==> config.mk <==
export PLATFORM = sky130hd
export DESIGN_NAME = gpf_pin_function_and_data
export DESIGN_NICKNAME = d
export VERILOG_FILES = /design/src/rtl/gpf_pkg.sv /design/src/rtl/gpf_port_data.sv /design/src/rtl/gpf_pinc_mux.sv /design/src/rtl/gpf_pin_function_and_data.sv
export SDC_FILE = /design/constraint.sdc
export NUM_CORES = 1
export LEC_CHECK = 0
export ABC_AREA = 1
export BUFFER_PORTS_ARGS = -buffer_cell sky130_fd_sc_hd__buf_4
export CORE_ASPECT_RATIO = 0.5
export CORE_MARGIN = 2
export CORE_UTILIZATION = 40
export DETAILED_ROUTE_END_ITERATION = 7
export GPL_TIMING_DRIVEN = 0
export PLACE_DENSITY_LB_ADDON = 0.1
export SLEW_MARGIN = 10
export SYNTH_ARGS = -nofsm -noshare
export SYNTH_HDL_FRONTEND = slang
export SYNTH_HIERARCHICAL = 1
export SYNTH_SLANG_ARGS = --single-unit
==> constraint.sdc <==
create_clock -name clk -period 2 [get_ports clk]
set_clock_uncertainty 0.15 [all_clocks]
set_input_delay 0.4 -clock clk [delete_from_list [all_inputs] [get_ports clk]]
set_output_delay 0.4 -clock clk [all_outputs]
set_load 0.01 [all_outputs]
==> src/rtl/gpf_pkg.sv <==
package gpf_pkg;

  // ==========================================================
  // Register indices
  localparam logic [7:0] GPF_OFS_MODE3 = 8'h5A;
  localparam logic [7:0] GPF_OFS_MODE4 = 8'h5B;
  localparam logic [7:0] GPF_OFS_PORTA = 8'h5C;
  localparam logic [7:0] GPF_OFS_PORTB = 8'h5D;
  localparam logic [7:0] GPF_OFS_IRQ_STAT = 8'h70;
  localparam logic [7:0] GPF_OFS_IRQ_EN = 8'h71;
  localparam logic [7:0] GPF_OFS_IRQ_CLR = 8'h72;

  // ==========================================================
  // Field positions
  localparam int GPF_MODE4_SEL1_BIT = 7;
  localparam int GPF_MODE4_F1_LSB = 4;
  localparam int GPF_MODE4_RSV_BIT = 3;
  localparam int GPF_MODE4_F0_LSB = 0;
  localparam int GPF_MODE3_SEL2_BIT = 3;
  localparam int GPF_MODE3_F2_LSB = 0;

  // ==========================================================
  // Interrupt event bits
  localparam int GPF_EV_PIN1 = 0;
  localparam int GPF_EV_PIN2 = 1;
  localparam int GPF_EV_WDISC = 2;
  localparam int GPF_EV_W = 3;

  // ==========================================================
  // Reset values
  localparam logic [2:0] GPF_FUNC_RST = 3'h0;
  localparam logic GPF_SEL_RST = 1'b0;
  localparam logic [7:0] GPF_DATA_RST = 8'h00;
  localparam logic [GPF_EV_W-1:0] GPF_EV_RST = 3'h0;

  // ==========================================================
  // Pin function codes
  typedef enum logic [2:0] {
    GPF_FN_GP_IN = 3'h0,
    GPF_FN_IRQ = 3'h1,
    GPF_FN_ALT_IN = 3'h2,
    GPF_FN_RET = 3'h3,
    GPF_FN_GP_OUT = 3'h4,
    GPF_FN_ALT5 = 3'h5,
    GPF_FN_ALT6 = 3'h6,
    GPF_FN_SCAN = 3'h7
  } gpf_func_t;

  // Per-pin reserved code masks, bit n set marks code n reserved
  localparam logic [7:0] GPF_RSV_PIN0 = 8'h06;
  localparam logic [7:0] GPF_RSV_PIN12 = 8'h20;

  function automatic logic gpf_hit(input logic [7:0] addr, input logic [7:0] ofs);
    return addr == ofs;
  endfunction

endpackage

==> src/rtl/gpf_port_data.sv <==
`timescale 1ns/1ps
module gpf_port_data
  import gpf_pkg::*;
(
  input wire logic clk,
  input wire logic rst,
  input wire logic wr_en,
  input wire logic [7:0] wdata,
  input wire logic [7:0] gp_in_mask,
  input wire logic [7:0] gp_out_mask,
  input wire logic [7:0] pin_in,
  output logic [7:0] pin_out,
  output logic [7:0] pin_oe_n,
  output logic [7:0] rd_val,
  output logic discard
);

  logic [7:0] data_q;

  // ==========================================================
  // Data bits, one flop per pin
  genvar i;
  for (i = 0; i < 8; i++) begin : g_bit
    always_ff @(posedge clk or posedge rst) begin
      if (rst) begin
        data_q[i] <= GPF_DATA_RST[i];
      end else if (wr_en && gp_out_mask[i]) begin
        data_q[i] <= wdata[i];
      end
    end
  end

  // ==========================================================
  // Pin drive and read value
  assign pin_out = data_q;
  assign pin_oe_n = ~gp_out_mask;
  assign rd_val = (gp_out_mask & data_q) | (gp_in_mask & ~gp_out_mask & pin_in);
  assign discard = wr_en && (gp_out_mask != 8'hFF);

endmodule

==> src/rtl/gpf_pinc_mux.sv <==
`timescale 1ns/1ps
module gpf_pinc_mux
  import gpf_pkg::*;
#(
  parameter logic [7:0] RSV_MASK = 8'h20
) (
  input wire logic [2:0] func,
  input wire logic gp_out_val,
  input wire logic alt_out_val,
  input wire logic scan_bit,
  input wire logic pin_in,
  output logic pin_out,
  output logic pin_oe_n,
  output logic ret_bit
);

  logic rsv;

  assign rsv = RSV_MASK[func];

  // ==========================================================
  // Output driver per function code
  always_comb begin
    pin_out = 1'b0;
    pin_oe_n = 1'b1;
    if (!rsv) begin
      unique case (gpf_func_t'(func))
        GPF_FN_GP_IN, GPF_FN_IRQ, GPF_FN_ALT_IN, GPF_FN_RET: begin
          pin_oe_n = 1'b1;
        end
        GPF_FN_GP_OUT: begin
          pin_out = gp_out_val;
          pin_oe_n = 1'b0;
        end
        GPF_FN_ALT5, GPF_FN_ALT6: begin
          pin_out = alt_out_val;
          pin_oe_n = 1'b0;
        end
        GPF_FN_SCAN: begin
          pin_out = 1'b0;
          pin_oe_n = ~scan_bit;
        end
      endcase
    end
  end

  assign ret_bit = (func == GPF_FN_RET) ? pin_in : 1'b1;

endmodule

==> src/rtl/gpf_pin_function_and_data.sv <==
// Our own choice: the plain strobed port.
`timescale 1ns/1ps
// Operation
// Pin C2 codes: gp in, irq, battery sense, return_status_bit_18, gp out, rsv, cs1, key_scan_drive_18.
// Pin C2 irq code routes to irq6 when select set, else irq14.
// Pin C1 select clear (reset) routes to irq15, set routes to irq7.
// Pin C1 select matters only while its function code is 001.
// Pin C1 codes: gp in, irq, serial rx, return_status_bit_17, gp out, rsv, cs0, key_scan_drive_17.
// Pin C0 codes: gp in, rsv, rsv, return_status_bit_16, gp out, frame polarity, ale, key_scan_drive_16.
// Mode register 4: bit7 C1 select, 6:4 C1 function, 3 reserved, 2:0 C0.
// Reserved bit 3 of mode register 4 resets to zero.
// Every pin function field resets to 000, general input.
// Data register write drives written bits onto general output pins.
// Output pin data bits read back the last written value.
// Input pin data bits read the current pin level.
// Writes to input pin data bits are discarded.
// Bits of pins neither gp input nor output ignore writes, read zero.
// Port A and B data registers are 8 bits, bit n is pin n.
// Scan function: pin floats when scan bit 0, driven low when 1.
// Return-status function shows pin level; unassigned status bits read one.
// Pin C2 select sits at bit 3 of mode register 3, resets zero.
// Input or reserved function codes leave the pin undriven.
module gpf_pin_function_and_data
  import gpf_pkg::*;
(
  input wire logic clk,
  input wire logic rst,
  input wire logic [7:0] reg_addr,
  input wire logic [7:0] reg_wdata,
  input wire logic reg_wr,
  input wire logic reg_rd,
  output logic [7:0] reg_rdata,
  input wire logic [7:0] port_a_gp_in_mask,
  input wire logic [7:0] port_a_gp_out_mask,
  input wire logic [7:0] port_a_pin_in,
  output logic [7:0] port_a_pin_out,
  output logic [7:0] port_a_pin_oe_n,
  input wire logic [7:0] port_b_gp_in_mask,
  input wire logic [7:0] port_b_gp_out_mask,
  input wire logic [7:0] port_b_pin_in,
  output logic [7:0] port_b_pin_out,
  output logic [7:0] port_b_pin_oe_n,
  input wire logic [2:0] portc_pin_in,
  output logic [2:0] portc_pin_out,
  output logic [2:0] portc_pin_oe_n,
  input wire logic [2:0] portc_gp_out_data,
  output logic [2:0] portc_gp_in_sel,
  output logic [2:0] portc_gp_out_sel,
  input wire logic [2:0] key_scan_ctrl,
  input wire logic chip_select_0,
  input wire logic chip_select_1,
  input wire logic display_frame_polarity,
  input wire logic card_addr_latch_en,
  output logic [2:0] return_status_bits,
  output logic battery_sense_two,
  output logic aux_serial_receive,
  output logic irq6,
  output logic irq7,
  output logic irq14,
  output logic irq15,
  output logic irq_out
);

  // ==========================================================
  // Configuration state
  logic [2:0] portc_pin0_function;
  logic [2:0] portc_pin1_function;
  logic [2:0] portc_pin2_function;
  logic portc_pin1_irq_select;
  logic portc_pin2_irq_select;
  logic [GPF_EV_W-1:0] irq_stat_q;
  logic [GPF_EV_W-1:0] irq_en_q;
  logic [GPF_EV_W-1:0] irq_ev;
  logic [7:0] rdata_d;
  logic [7:0] rdata_q;
  logic [7:0] port_a_rd_val;
  logic [7:0] port_b_rd_val;
  logic wr_a;
  logic wr_b;
  logic disc_a;
  logic disc_b;
  logic pin1_irq_lvl;
  logic pin2_irq_lvl;
  logic pin1_irq_q;
  logic pin2_irq_q;
  logic [2:0] alt_out;
  logic [2:0] fn_is_gp_in;

  // ==========================================================
  // Mode register 4
  always_ff @(posedge clk or posedge rst) begin
    if (rst) begin
      portc_pin1_irq_select <= GPF_SEL_RST;
      portc_pin1_function <= GPF_FUNC_RST;
      portc_pin0_function <= GPF_FUNC_RST;
    end else if (reg_wr && gpf_hit(reg_addr, GPF_OFS_MODE4)) begin
      portc_pin1_irq_select <= reg_wdata[GPF_MODE4_SEL1_BIT];
      portc_pin1_function <= reg_wdata[GPF_MODE4_F1_LSB +: 3];
      portc_pin0_function <= reg_wdata[GPF_MODE4_F0_LSB +: 3];
    end
  end

  // ==========================================================
  // Mode register 3, low nibble (pin C2)
  always_ff @(posedge clk or posedge rst) begin
    if (rst) begin
      portc_pin2_irq_select <= GPF_SEL_RST;
      portc_pin2_function <= GPF_FUNC_RST;
    end else if (reg_wr && gpf_hit(reg_addr, GPF_OFS_MODE3)) begin
      portc_pin2_irq_select <= reg_wdata[GPF_MODE3_SEL2_BIT];
      portc_pin2_function <= reg_wdata[GPF_MODE3_F2_LSB +: 3];
    end
  end

  // ==========================================================
  // Port A and port B data
  assign wr_a = reg_wr && gpf_hit(reg_addr, GPF_OFS_PORTA);
  assign wr_b = reg_wr && gpf_hit(reg_addr, GPF_OFS_PORTB);

  gpf_port_data u_port_a (
    .clk(clk),
    .rst(rst),
    .wr_en(wr_a),
    .wdata(reg_wdata),
    .gp_in_mask(port_a_gp_in_mask),
    .gp_out_mask(port_a_gp_out_mask),
    .pin_in(port_a_pin_in),
    .pin_out(port_a_pin_out),
    .pin_oe_n(port_a_pin_oe_n),
    .rd_val(port_a_rd_val),
    .discard(disc_a)
  );

  gpf_port_data u_port_b (
    .clk(clk),
    .rst(rst),
    .wr_en(wr_b),
    .wdata(reg_wdata),
    .gp_in_mask(port_b_gp_in_mask),
    .gp_out_mask(port_b_gp_out_mask),
    .pin_in(port_b_pin_in),
    .pin_out(port_b_pin_out),
    .pin_oe_n(port_b_pin_oe_n),
    .rd_val(port_b_rd_val),
    .discard(disc_b)
  );

  // ==========================================================
  // Port C pin muxes
  assign alt_out[0] = (portc_pin0_function == GPF_FN_ALT5) ?
                      display_frame_polarity : card_addr_latch_en;
  assign alt_out[1] = chip_select_0;
  assign alt_out[2] = chip_select_1;

  gpf_pinc_mux #(.RSV_MASK(GPF_RSV_PIN0)) u_pin0 (
    .func(portc_pin0_function),
    .gp_out_val(portc_gp_out_data[0]),
    .alt_out_val(alt_out[0]),
    .scan_bit(key_scan_ctrl[0]),
    .pin_in(portc_pin_in[0]),
    .pin_out(portc_pin_out[0]),
    .pin_oe_n(portc_pin_oe_n[0]),
    .ret_bit(return_status_bits[0])
  );

  gpf_pinc_mux #(.RSV_MASK(GPF_RSV_PIN12)) u_pin1 (
    .func(portc_pin1_function),
    .gp_out_val(portc_gp_out_data[1]),
    .alt_out_val(alt_out[1]),
    .scan_bit(key_scan_ctrl[1]),
    .pin_in(portc_pin_in[1]),
    .pin_out(portc_pin_out[1]),
    .pin_oe_n(portc_pin_oe_n[1]),
    .ret_bit(return_status_bits[1])
  );

  gpf_pinc_mux #(.RSV_MASK(GPF_RSV_PIN12)) u_pin2 (
    .func(portc_pin2_function),
    .gp_out_val(portc_gp_out_data[2]),
    .alt_out_val(alt_out[2]),
    .scan_bit(key_scan_ctrl[2]),
    .pin_in(portc_pin_in[2]),
    .pin_out(portc_pin_out[2]),
    .pin_oe_n(portc_pin_oe_n[2]),
    .ret_bit(return_status_bits[2])
  );

  assign fn_is_gp_in = {portc_pin2_function == GPF_FN_GP_IN,
                        portc_pin1_function == GPF_FN_GP_IN,
                        portc_pin0_function == GPF_FN_GP_IN};
  assign portc_gp_in_sel = fn_is_gp_in;
  assign portc_gp_out_sel = {portc_pin2_function == GPF_FN_GP_OUT,
                             portc_pin1_function == GPF_FN_GP_OUT,
                             portc_pin0_function == GPF_FN_GP_OUT};

  // ==========================================================
  // Alternate inputs and interrupt steering
  assign battery_sense_two = (portc_pin2_function == GPF_FN_ALT_IN) && portc_pin_in[2];
  assign aux_serial_receive = (portc_pin1_function != GPF_FN_ALT_IN) || portc_pin_in[1];

  assign pin1_irq_lvl = (portc_pin1_function == GPF_FN_IRQ) && portc_pin_in[1];
  assign pin2_irq_lvl = (portc_pin2_function == GPF_FN_IRQ) && portc_pin_in[2];
  assign irq7 = pin1_irq_lvl && portc_pin1_irq_select;
  assign irq15 = pin1_irq_lvl && !portc_pin1_irq_select;
  assign irq6 = pin2_irq_lvl && portc_pin2_irq_select;
  assign irq14 = pin2_irq_lvl && !portc_pin2_irq_select;

  always_ff @(posedge clk or posedge rst) begin
    if (rst) begin
      pin1_irq_q <= 1'b0;
      pin2_irq_q <= 1'b0;
    end else begin
      pin1_irq_q <= pin1_irq_lvl;
      pin2_irq_q <= pin2_irq_lvl;
    end
  end

  // ==========================================================
  // Interrupt status, enable, clear
  assign irq_ev[GPF_EV_PIN1] = pin1_irq_lvl && !pin1_irq_q;
  assign irq_ev[GPF_EV_PIN2] = pin2_irq_lvl && !pin2_irq_q;
  assign irq_ev[GPF_EV_WDISC] = disc_a || disc_b;

  always_ff @(posedge clk or posedge rst) begin
    if (rst) begin
      irq_stat_q <= GPF_EV_RST;
    end else if (reg_wr && gpf_hit(reg_addr, GPF_OFS_IRQ_CLR)) begin
      irq_stat_q <= (irq_stat_q & ~reg_wdata[GPF_EV_W-1:0]) | irq_ev;
    end else begin
      irq_stat_q <= irq_stat_q | irq_ev;
    end
  end

  always_ff @(posedge clk or posedge rst) begin
    if (rst) begin
      irq_en_q <= GPF_EV_RST;
    end else if (reg_wr && gpf_hit(reg_addr, GPF_OFS_IRQ_EN)) begin
      irq_en_q <= reg_wdata[GPF_EV_W-1:0];
    end
  end

  assign irq_out = |(irq_stat_q & irq_en_q);

  // ==========================================================
  // Read path, data valid the cycle after the strobe
  always_comb begin
    rdata_d = 8'h00;
    if (gpf_hit(reg_addr, GPF_OFS_MODE4)) begin
      rdata_d = {portc_pin1_irq_select, portc_pin1_function, 1'b0,
                 portc_pin0_function};
    end else if (gpf_hit(reg_addr, GPF_OFS_MODE3)) begin
      rdata_d = {4'h0, portc_pin2_irq_select, portc_pin2_function};
    end else if (gpf_hit(reg_addr, GPF_OFS_PORTA)) begin
      rdata_d = port_a_rd_val;
    end else if (gpf_hit(reg_addr, GPF_OFS_PORTB)) begin
      rdata_d = port_b_rd_val;
    end else if (gpf_hit(reg_addr, GPF_OFS_IRQ_STAT)) begin
      rdata_d = {5'h00, irq_stat_q};
    end else if (gpf_hit(reg_addr, GPF_OFS_IRQ_EN)) begin
      rdata_d = {5'h00, irq_en_q};
    end
  end

  always_ff @(posedge clk or posedge rst) begin
    if (rst) begin
      rdata_q <= 8'h00;
    end else if (reg_rd) begin
      rdata_q <= rdata_d;
    end else begin
      rdata_q <= 8'h00;
    end
  end

  assign reg_rdata = rdata_q;
endmodule

==> metrics, run 1 <==
post-synth top area share=about two fifths; vias in the first global route=~2.8k; Crit path required time=between 1 and 1.5 ns; Cells after Synth=387; Final Total Pwr=between 2 and 2.5 mW; Synthesized Nets=~470; chip width=around 120 microns; Fill cells=607; Final Non-Filler Cells=approximately 630; Slew Viols, Final=0; Starting Density=42.6%; Worst Setup Start Kind=register; CTS tree=built; Inst Count DP=between 600 and 700; fin crit share=between 90 and 100%; worst vdd rail ir drop=roughly 0.50 mV; final instance area=between 4000 and 5000 sq um; DR iter-0 viols=roughly 190; Cell Rows=20; dpl hpwl=roughly 6800 microns; cts bufs inserted=5; Area Overhead vs Synth=53.9%; vias=about 3.1k; Power Dens Cells=~530 nW/um^2; Data arrival, critical path=between 1 and 1.5 ns; largest area contributor in the netlist=dfrtp_1; TritonCTS Sinks=between 40 and 50; Die Span Y=61.7 microns; slew margin rel.=between 60% and 70%; synthesized area=about 2700 sq um; Max Cap Viol=0; internal power=1.58 mW; number of enable flip-flop cells after synthesis=0; Synth Register Bits=between 40 and 50; total core area=approximately 6300 sq um; outcome=finished, final reports clean; Final Hold Slack=between 0.2 and 0.25 ns; fin nets=630; die area=roughly 7400 sq um; final WL=8560 microns; IO Pins=143; later-pin clock latency in the skew report=0.28 ns; pin count of the biggest net entering global routing=28; min cycle time layout=about 2.0 ns; initial antenna violation count=0; synth top area cells=dfrtp_1, nand2_1, nand3_1; Vias/cell=~4.9; Net Sw Frac=between 20 and 30%; Worst-Margin Slew=0.584 ns; crit-path max FO=7; sequential fraction of the synthesis area=between 40% and 50%; global-route wire length before repair=13,300 microns; most common cell in the synthesized netlist=nand2_1; global placer's final weighted congestion=between 0.9 and 1; Final TNS setup=0 ns; Reg2Reg Depth=6; # diodes=0; share of cells above drive strength 1=between 30 and 40%; Psw=about 0.58 mW; clk buf depth=2; FFs w/ async S/R, synth=100%; clock share of power=37.0%; PortBufs=between 100 and 150; Final WS setup=between 0.04 and 0.05 ns; sequential power share=between 40% and 50%; Final Hold Vio Count=0; DRC viols=0; Synth Area per Inst=6.88 sq um; synth cell count leaders=nand2_1, inv_1, nand3_1; # setup viols final=0; Logic pwr share=between 10% and 20%; H-tree depth=2; CTS root buf=clkbuf_16; grt ovf=0; Worst Hold Depth=3; Leak Pwr=about 2.2 nW; Area after DPL=roughly 3800 sq um; clk slew on worst S/H paths=~0.060 ns; drt first pass iters=5; Final Core Density=between 60% and 70%; Ys Warns=6; CP Capture Type=output pin; DRT antenna net count=0; Peak Freq=around 500 MHz; WS Path Type=reg -> out; post-synthesis cell type count=22; per-cell routed wire length=~13 microns; total track usage=a little under a quarter; Synth Flop Type=dfrtp_1; Setup WS pre-CTS=-0.0952 ns; min-delay worst type=in -> reg; r2r setup slk=0.54 ns
==> power groups by stage <==
stage	combinational (mW)	clock (mW)	sequential, mW
6_report	0.419	0.799	0.941
3_5_place_dp	0.398	0	0.957
4_1_cts	0.408	0.807	0.941
3_3_place_gp	0.392	0	0.957
5_1_grt	0.463	0.845	0.946
2_1_floorplan	0.147	0	0.952
==> repair_timing <==
item | CTS | global route
endpoints found under the hold margin | 16 | 0
endpoints found under the setup margin | 4 | 11
cloned | 0 | 0
buffers inserted | 2 | 6
resized for setup | 6 | 11
hold buffers | 1 | 0
pin swaps | 0 | 4
==> layout by cell type (no fill, tap or decap), types with 7 or more instances in the layout <==
cell	Yosys	layout
buf_4	0	149
a21oi_1	19	19
dfrtp_1	43	38
o21ai_0	29	29
nor3_1	7	7
nor2_1	48	46
nand2_1	83	81
o21ai_1	9	9
nand3_1	51	51
inv_1	64	61
==> flip-flops by register name (all words and copies together), names as in the netlist <==
| name | cells |
|---|---|
| irq_en_q | 3 |
| irq_stat_q | 3 |
| pin1_irq_q | 1 |
| pin2_irq_q | 1 |
| portc_pin0_function | 3 |
| portc_pin1_function | 3 |
| portc_pin1_irq_select | 1 |
| portc_pin2_function | 3 |
| portc_pin2_irq_select | 1 |
| reg_rdata | 8 |
| u_port_a/pin_out | 8 |
| u_port_b/pin_out | 8 |
==> cells by family (layout without fill, tap and decap cells) <==
group | after synthesis | count (layout) | synth area share (%)
AOI/OAI and AO/OA | 62 | 62 | 12.1
adders and majority gates | 4 | 4 | 1.88
buffers and inverters | 72 | 231 | 11.6
DFF | 43 | 43 | 40.4
muxes | 1 | 1 | 0.423
and+or+nand+nor | 205 | 205 | 33.6
==> critical path, stage by stage, from the launching register on <==
cell     delay [ns]
dfrtp_2        0.45
nor2_2         0.09
nand2_1        0.07
mux2_4         0.30
nand2_2        0.06
nand2_2        0.05
buf_6          0.11
==> per-layer routing <==
layer | vias to the layer above | share of wire (%) | global-route usage, %
met5 | - | 0 | 0
met4 | 0 | 0.72 | 3.03
met3 | 7 | 9.4 | 5.57
met2 | 126 | 44 | 37.7
met1 | 1418 | 46 | 33.8
li1 | 1556 | - | -
==> final cells by class <==
cell class,instances,area [sq um],share of cell area (%)
clock buffer,6,129,3.15
tap,88,110,2.69
sequential,43,1080,26.4
clock inverter,2,12.5,0.305
multi-input combinational,272,1310,32.0
timing repair buffer,151,1140,27.8
inverter,67,255,6.23
buffer,5,56.3,1.37
==> worst paths after layout <==
path,to,startpoint
worst min register to register,irq_stat_q[0]$_DFF_PP0_,pin1_irq_q$_DFF_PP0_
min in group asynchronous,u_port_a/pin_out[1]$_DFFE_PP0P_,rst
max in group asynchronous,portc_pin0_function[1]$_DFFE_PP0P_,rst
worst max register to register,reg_rdata[0]$_DFF_PP0_,u_port_a/pin_out[0]$_DFFE_PP0P_
worst min-delay path,u_port_b/pin_out[7]$_DFFE_PP0P_,port_b_gp_out_mask[7]
worst max-delay path,portc_pin_out[0],portc_pin0_function[1]$_DFFE_PP0P_
Note: power is estimated with default switching activity, not from simulation.
==> inputs of run 2 (changes only) <==
--- a/config.mk
+++ b/config.mk
@@ -12,7 +12,7 @@
 export CORE_UTILIZATION = 40
 export DETAILED_ROUTE_END_ITERATION = 7
 export GPL_TIMING_DRIVEN = 0
-export PLACE_DENSITY_LB_ADDON = 0.1
+export PLACE_DENSITY = 0.77
 export SLEW_MARGIN = 10
 export SYNTH_ARGS = -nofsm -noshare
 export SYNTH_HDL_FRONTEND = slang
==> metrics, run 2 (synthesis results as in run 1) <==
outcome=finished, final reports clean; per-cell routed wire length=13.6 microns (+0.59%); worst vdd rail ir drop=0.358 mV (-29%); Worst Setup Start Kind=register; Worst path slowest cell=dfrtp_2; Leak Pwr=2.24 nW (-0.16%); Cell Rows=20 (unchanged); fin crit share=98.2% (+0.66 points); Area Overhead vs Synth=53.3%; IO Pins=143 (unchanged); cts bufs inserted=5 (unchanged); chip width=119 microns (unchanged); Final Hold Vio Count=0 (unchanged); Hold Crit Start=port_a_gp_out_mask[7]; total track usage=24.0% (+0.60 points); min cycle time layout=1.96 ns (+0.0131 ns); most frequent cells in the layout=buf_4, nand2_1, inv_1; Crit path required time=1.45 ns (about the same); min-delay worst type=in -> reg; clk slew on worst S/H paths=0.06 ns (about the same); Final Total Pwr=2.31 mW (+6.8%); Crit path buffers/inverters=1 (unchanged); Vias/cell=4.93 (+0.51%); # diodes=0 (unchanged); Fill cells=573 (-5.6%); share of cells above drive strength 1=33.2% (-0.86 points); dpl hpwl=6810 microns (about the same); DR iter-0 viols=172 (-7.5%); drt first pass iters=5 (unchanged); pin count of the biggest net entering global routing=28 (unchanged); grt ovf=0 (unchanged); vias in the first global route=2,814 (+1.8%); r2r setup slk=0.73 ns (+0.19 ns); final WL=8550 microns (about the same); crit-path max FO=7 (unchanged); Die Span Y=61.7 microns (unchanged); CP peak stage delay=0.44 ns (about the same); multi-input logic area=1300 sq um (-1.2%); hold endpoint=u_port_a/pin_out[7]$_DFFE_PP0P_; initial antenna violation count=0 (unchanged); CP delay by family, top=flip-flops; # setup viols final=0 (unchanged); later-pin clock latency in the skew report=0.29 ns (about the same); TritonCTS Sinks=43 (unchanged); crit path cell chain=nor2_1 > nand2_1 > mux2_2 > nand2_1 > nand2_1 > buf_4; total core area=6260 sq um (unchanged); most common cell after layout, fill and taps aside=buf_4; Slew Viols, Final=0 (unchanged); CTS root buf=clkbuf_16; Max Cap Viol=0 (unchanged); Critical R2R Launch=u_port_b/pin_out[0]$_DFFE_PP0P_; Power Dens Cells=565 nW/um^2 (+7.3%); Data arrival, critical path=1.41 ns (about the same); CP Capture Type=output pin; Sequential Area=1080 sq um (+0.12%); Reg2Reg Depth=6 (unchanged); Starting Density=42.6% (unchanged); WS Path Type=reg -> out; global placer's final weighted congestion=0.851 (-6.0%); Reg2Reg Capture Point=reg_rdata[0]$_DFF_PP0_; H-tree depth=2 (unchanged); clk buf depth=2 (unchanged); RSZ-0062 raised after global routing=true; vias=3,103 (-0.13%); DRC viols=0 (unchanged); Worst-Margin Slew=0.599 ns (+0.0151 ns); global-route wire length before repair=13,400 microns (+0.37%); Worst Hold Depth=3 (unchanged); CTS tree=built; most used cell, CP=nand2_1; slew margin rel.=59.9% (-1.1 points); DRT antenna net count=0 (unchanged); die area=7360 sq um (unchanged); Peak Freq=509 MHz (-0.67%); PortBufs=142 (unchanged); fin nets=626 (-0.63%); Final TNS setup=0 ns (unchanged)
run 2: what timing repair did:
item | in CTS | in global routing
buffers inserted | 1 | 3
pin swaps | 1 | 1
hold buffers | 1 | 0
setup endpoints to repair | 4 | 9
endpoints found under the hold margin | 16 | 0
gates resized for setup | 5 | 8
run 2: routing by layer:
| layer | GRT usage [%] | wire length [microns] | vias up |
|---|---|---|---|
| met2 | 42.7 | 4100 | 126 |
| li1 | - | - | 1554 |
| met1 | 30.3 | 3740 | 1407 |
| met3 | 4.38 | 527 | 16 |
| met4 | 9.92 | 185 | 0 |
| met5 | 0 | 0 | - |
run 2: worst max path at each step:
stage,startpoint,to,cells past startpoint
finish,portc_pin0_function[1]$_DFFE_PP0P_,portc_pin_out[0],6
global placement,reg_addr[7],irq_stat_q[2]$_DFF_PP0_,13
detailed placement,reg_addr[7],irq_stat_q[2]$_DFF_PP0_,13
global route,portc_pin0_function[2]$_DFFE_PP0P_,portc_pin_out[0],7
CTS,portc_pin0_function[0]$_DFFE_PP0P_,portc_pin_oe_n[0],6
floorplan,reg_addr[7],u_port_a/pin_out[5]$_DFFE_PP0P_,11
run 2: worst reg2reg max path, delay by kind of cell (launching register included):
family / cells / cell delay (ns)
AO/OA/AOI/OAI: 3 / 0.42
flip-flops: 1 / 0.34
AND/OR/NAND/NOR: 2 / 0.23
buffers and inverters: 1 / 0.06
run 2: power breakdown:
group / leakage [nW] / switching, mW / internal (mW) / total [mW]
clock network: 0.0868 / 0.333 / 0.621 / 0.954
registers: 0.511 / 0.0368 / 0.906 / 0.943
logic: 1.64 / 0.203 / 0.207 / 0.409
run 2: final cells by class:
cell class	instances	area share, %
clock inverter	2	0.858
sequential	43	26.5
multi-input combinational	272	31.8
tap	88	2.70
timing repair buffer	147	27.1
clock buffer	6	3.40
buffer	5	1.38
inverter	67	6.25
run 2: through the flow:
step	utilization, %	cell area, sq um	hold slack [ns]	instances	worst slack (ns)
CTS	64.6	4040	0.209	627	0.00179
global placement	61.4	3840	0.246	617	-0.0979
finish	65.2	4080	0.215	630	0.0362
detailed placement	61.4	3840	0.249	617	-0.0852
global route	65.2	4080	0.223	630	-0.0123
floorplan	-	2660	0.0657	387	0.296
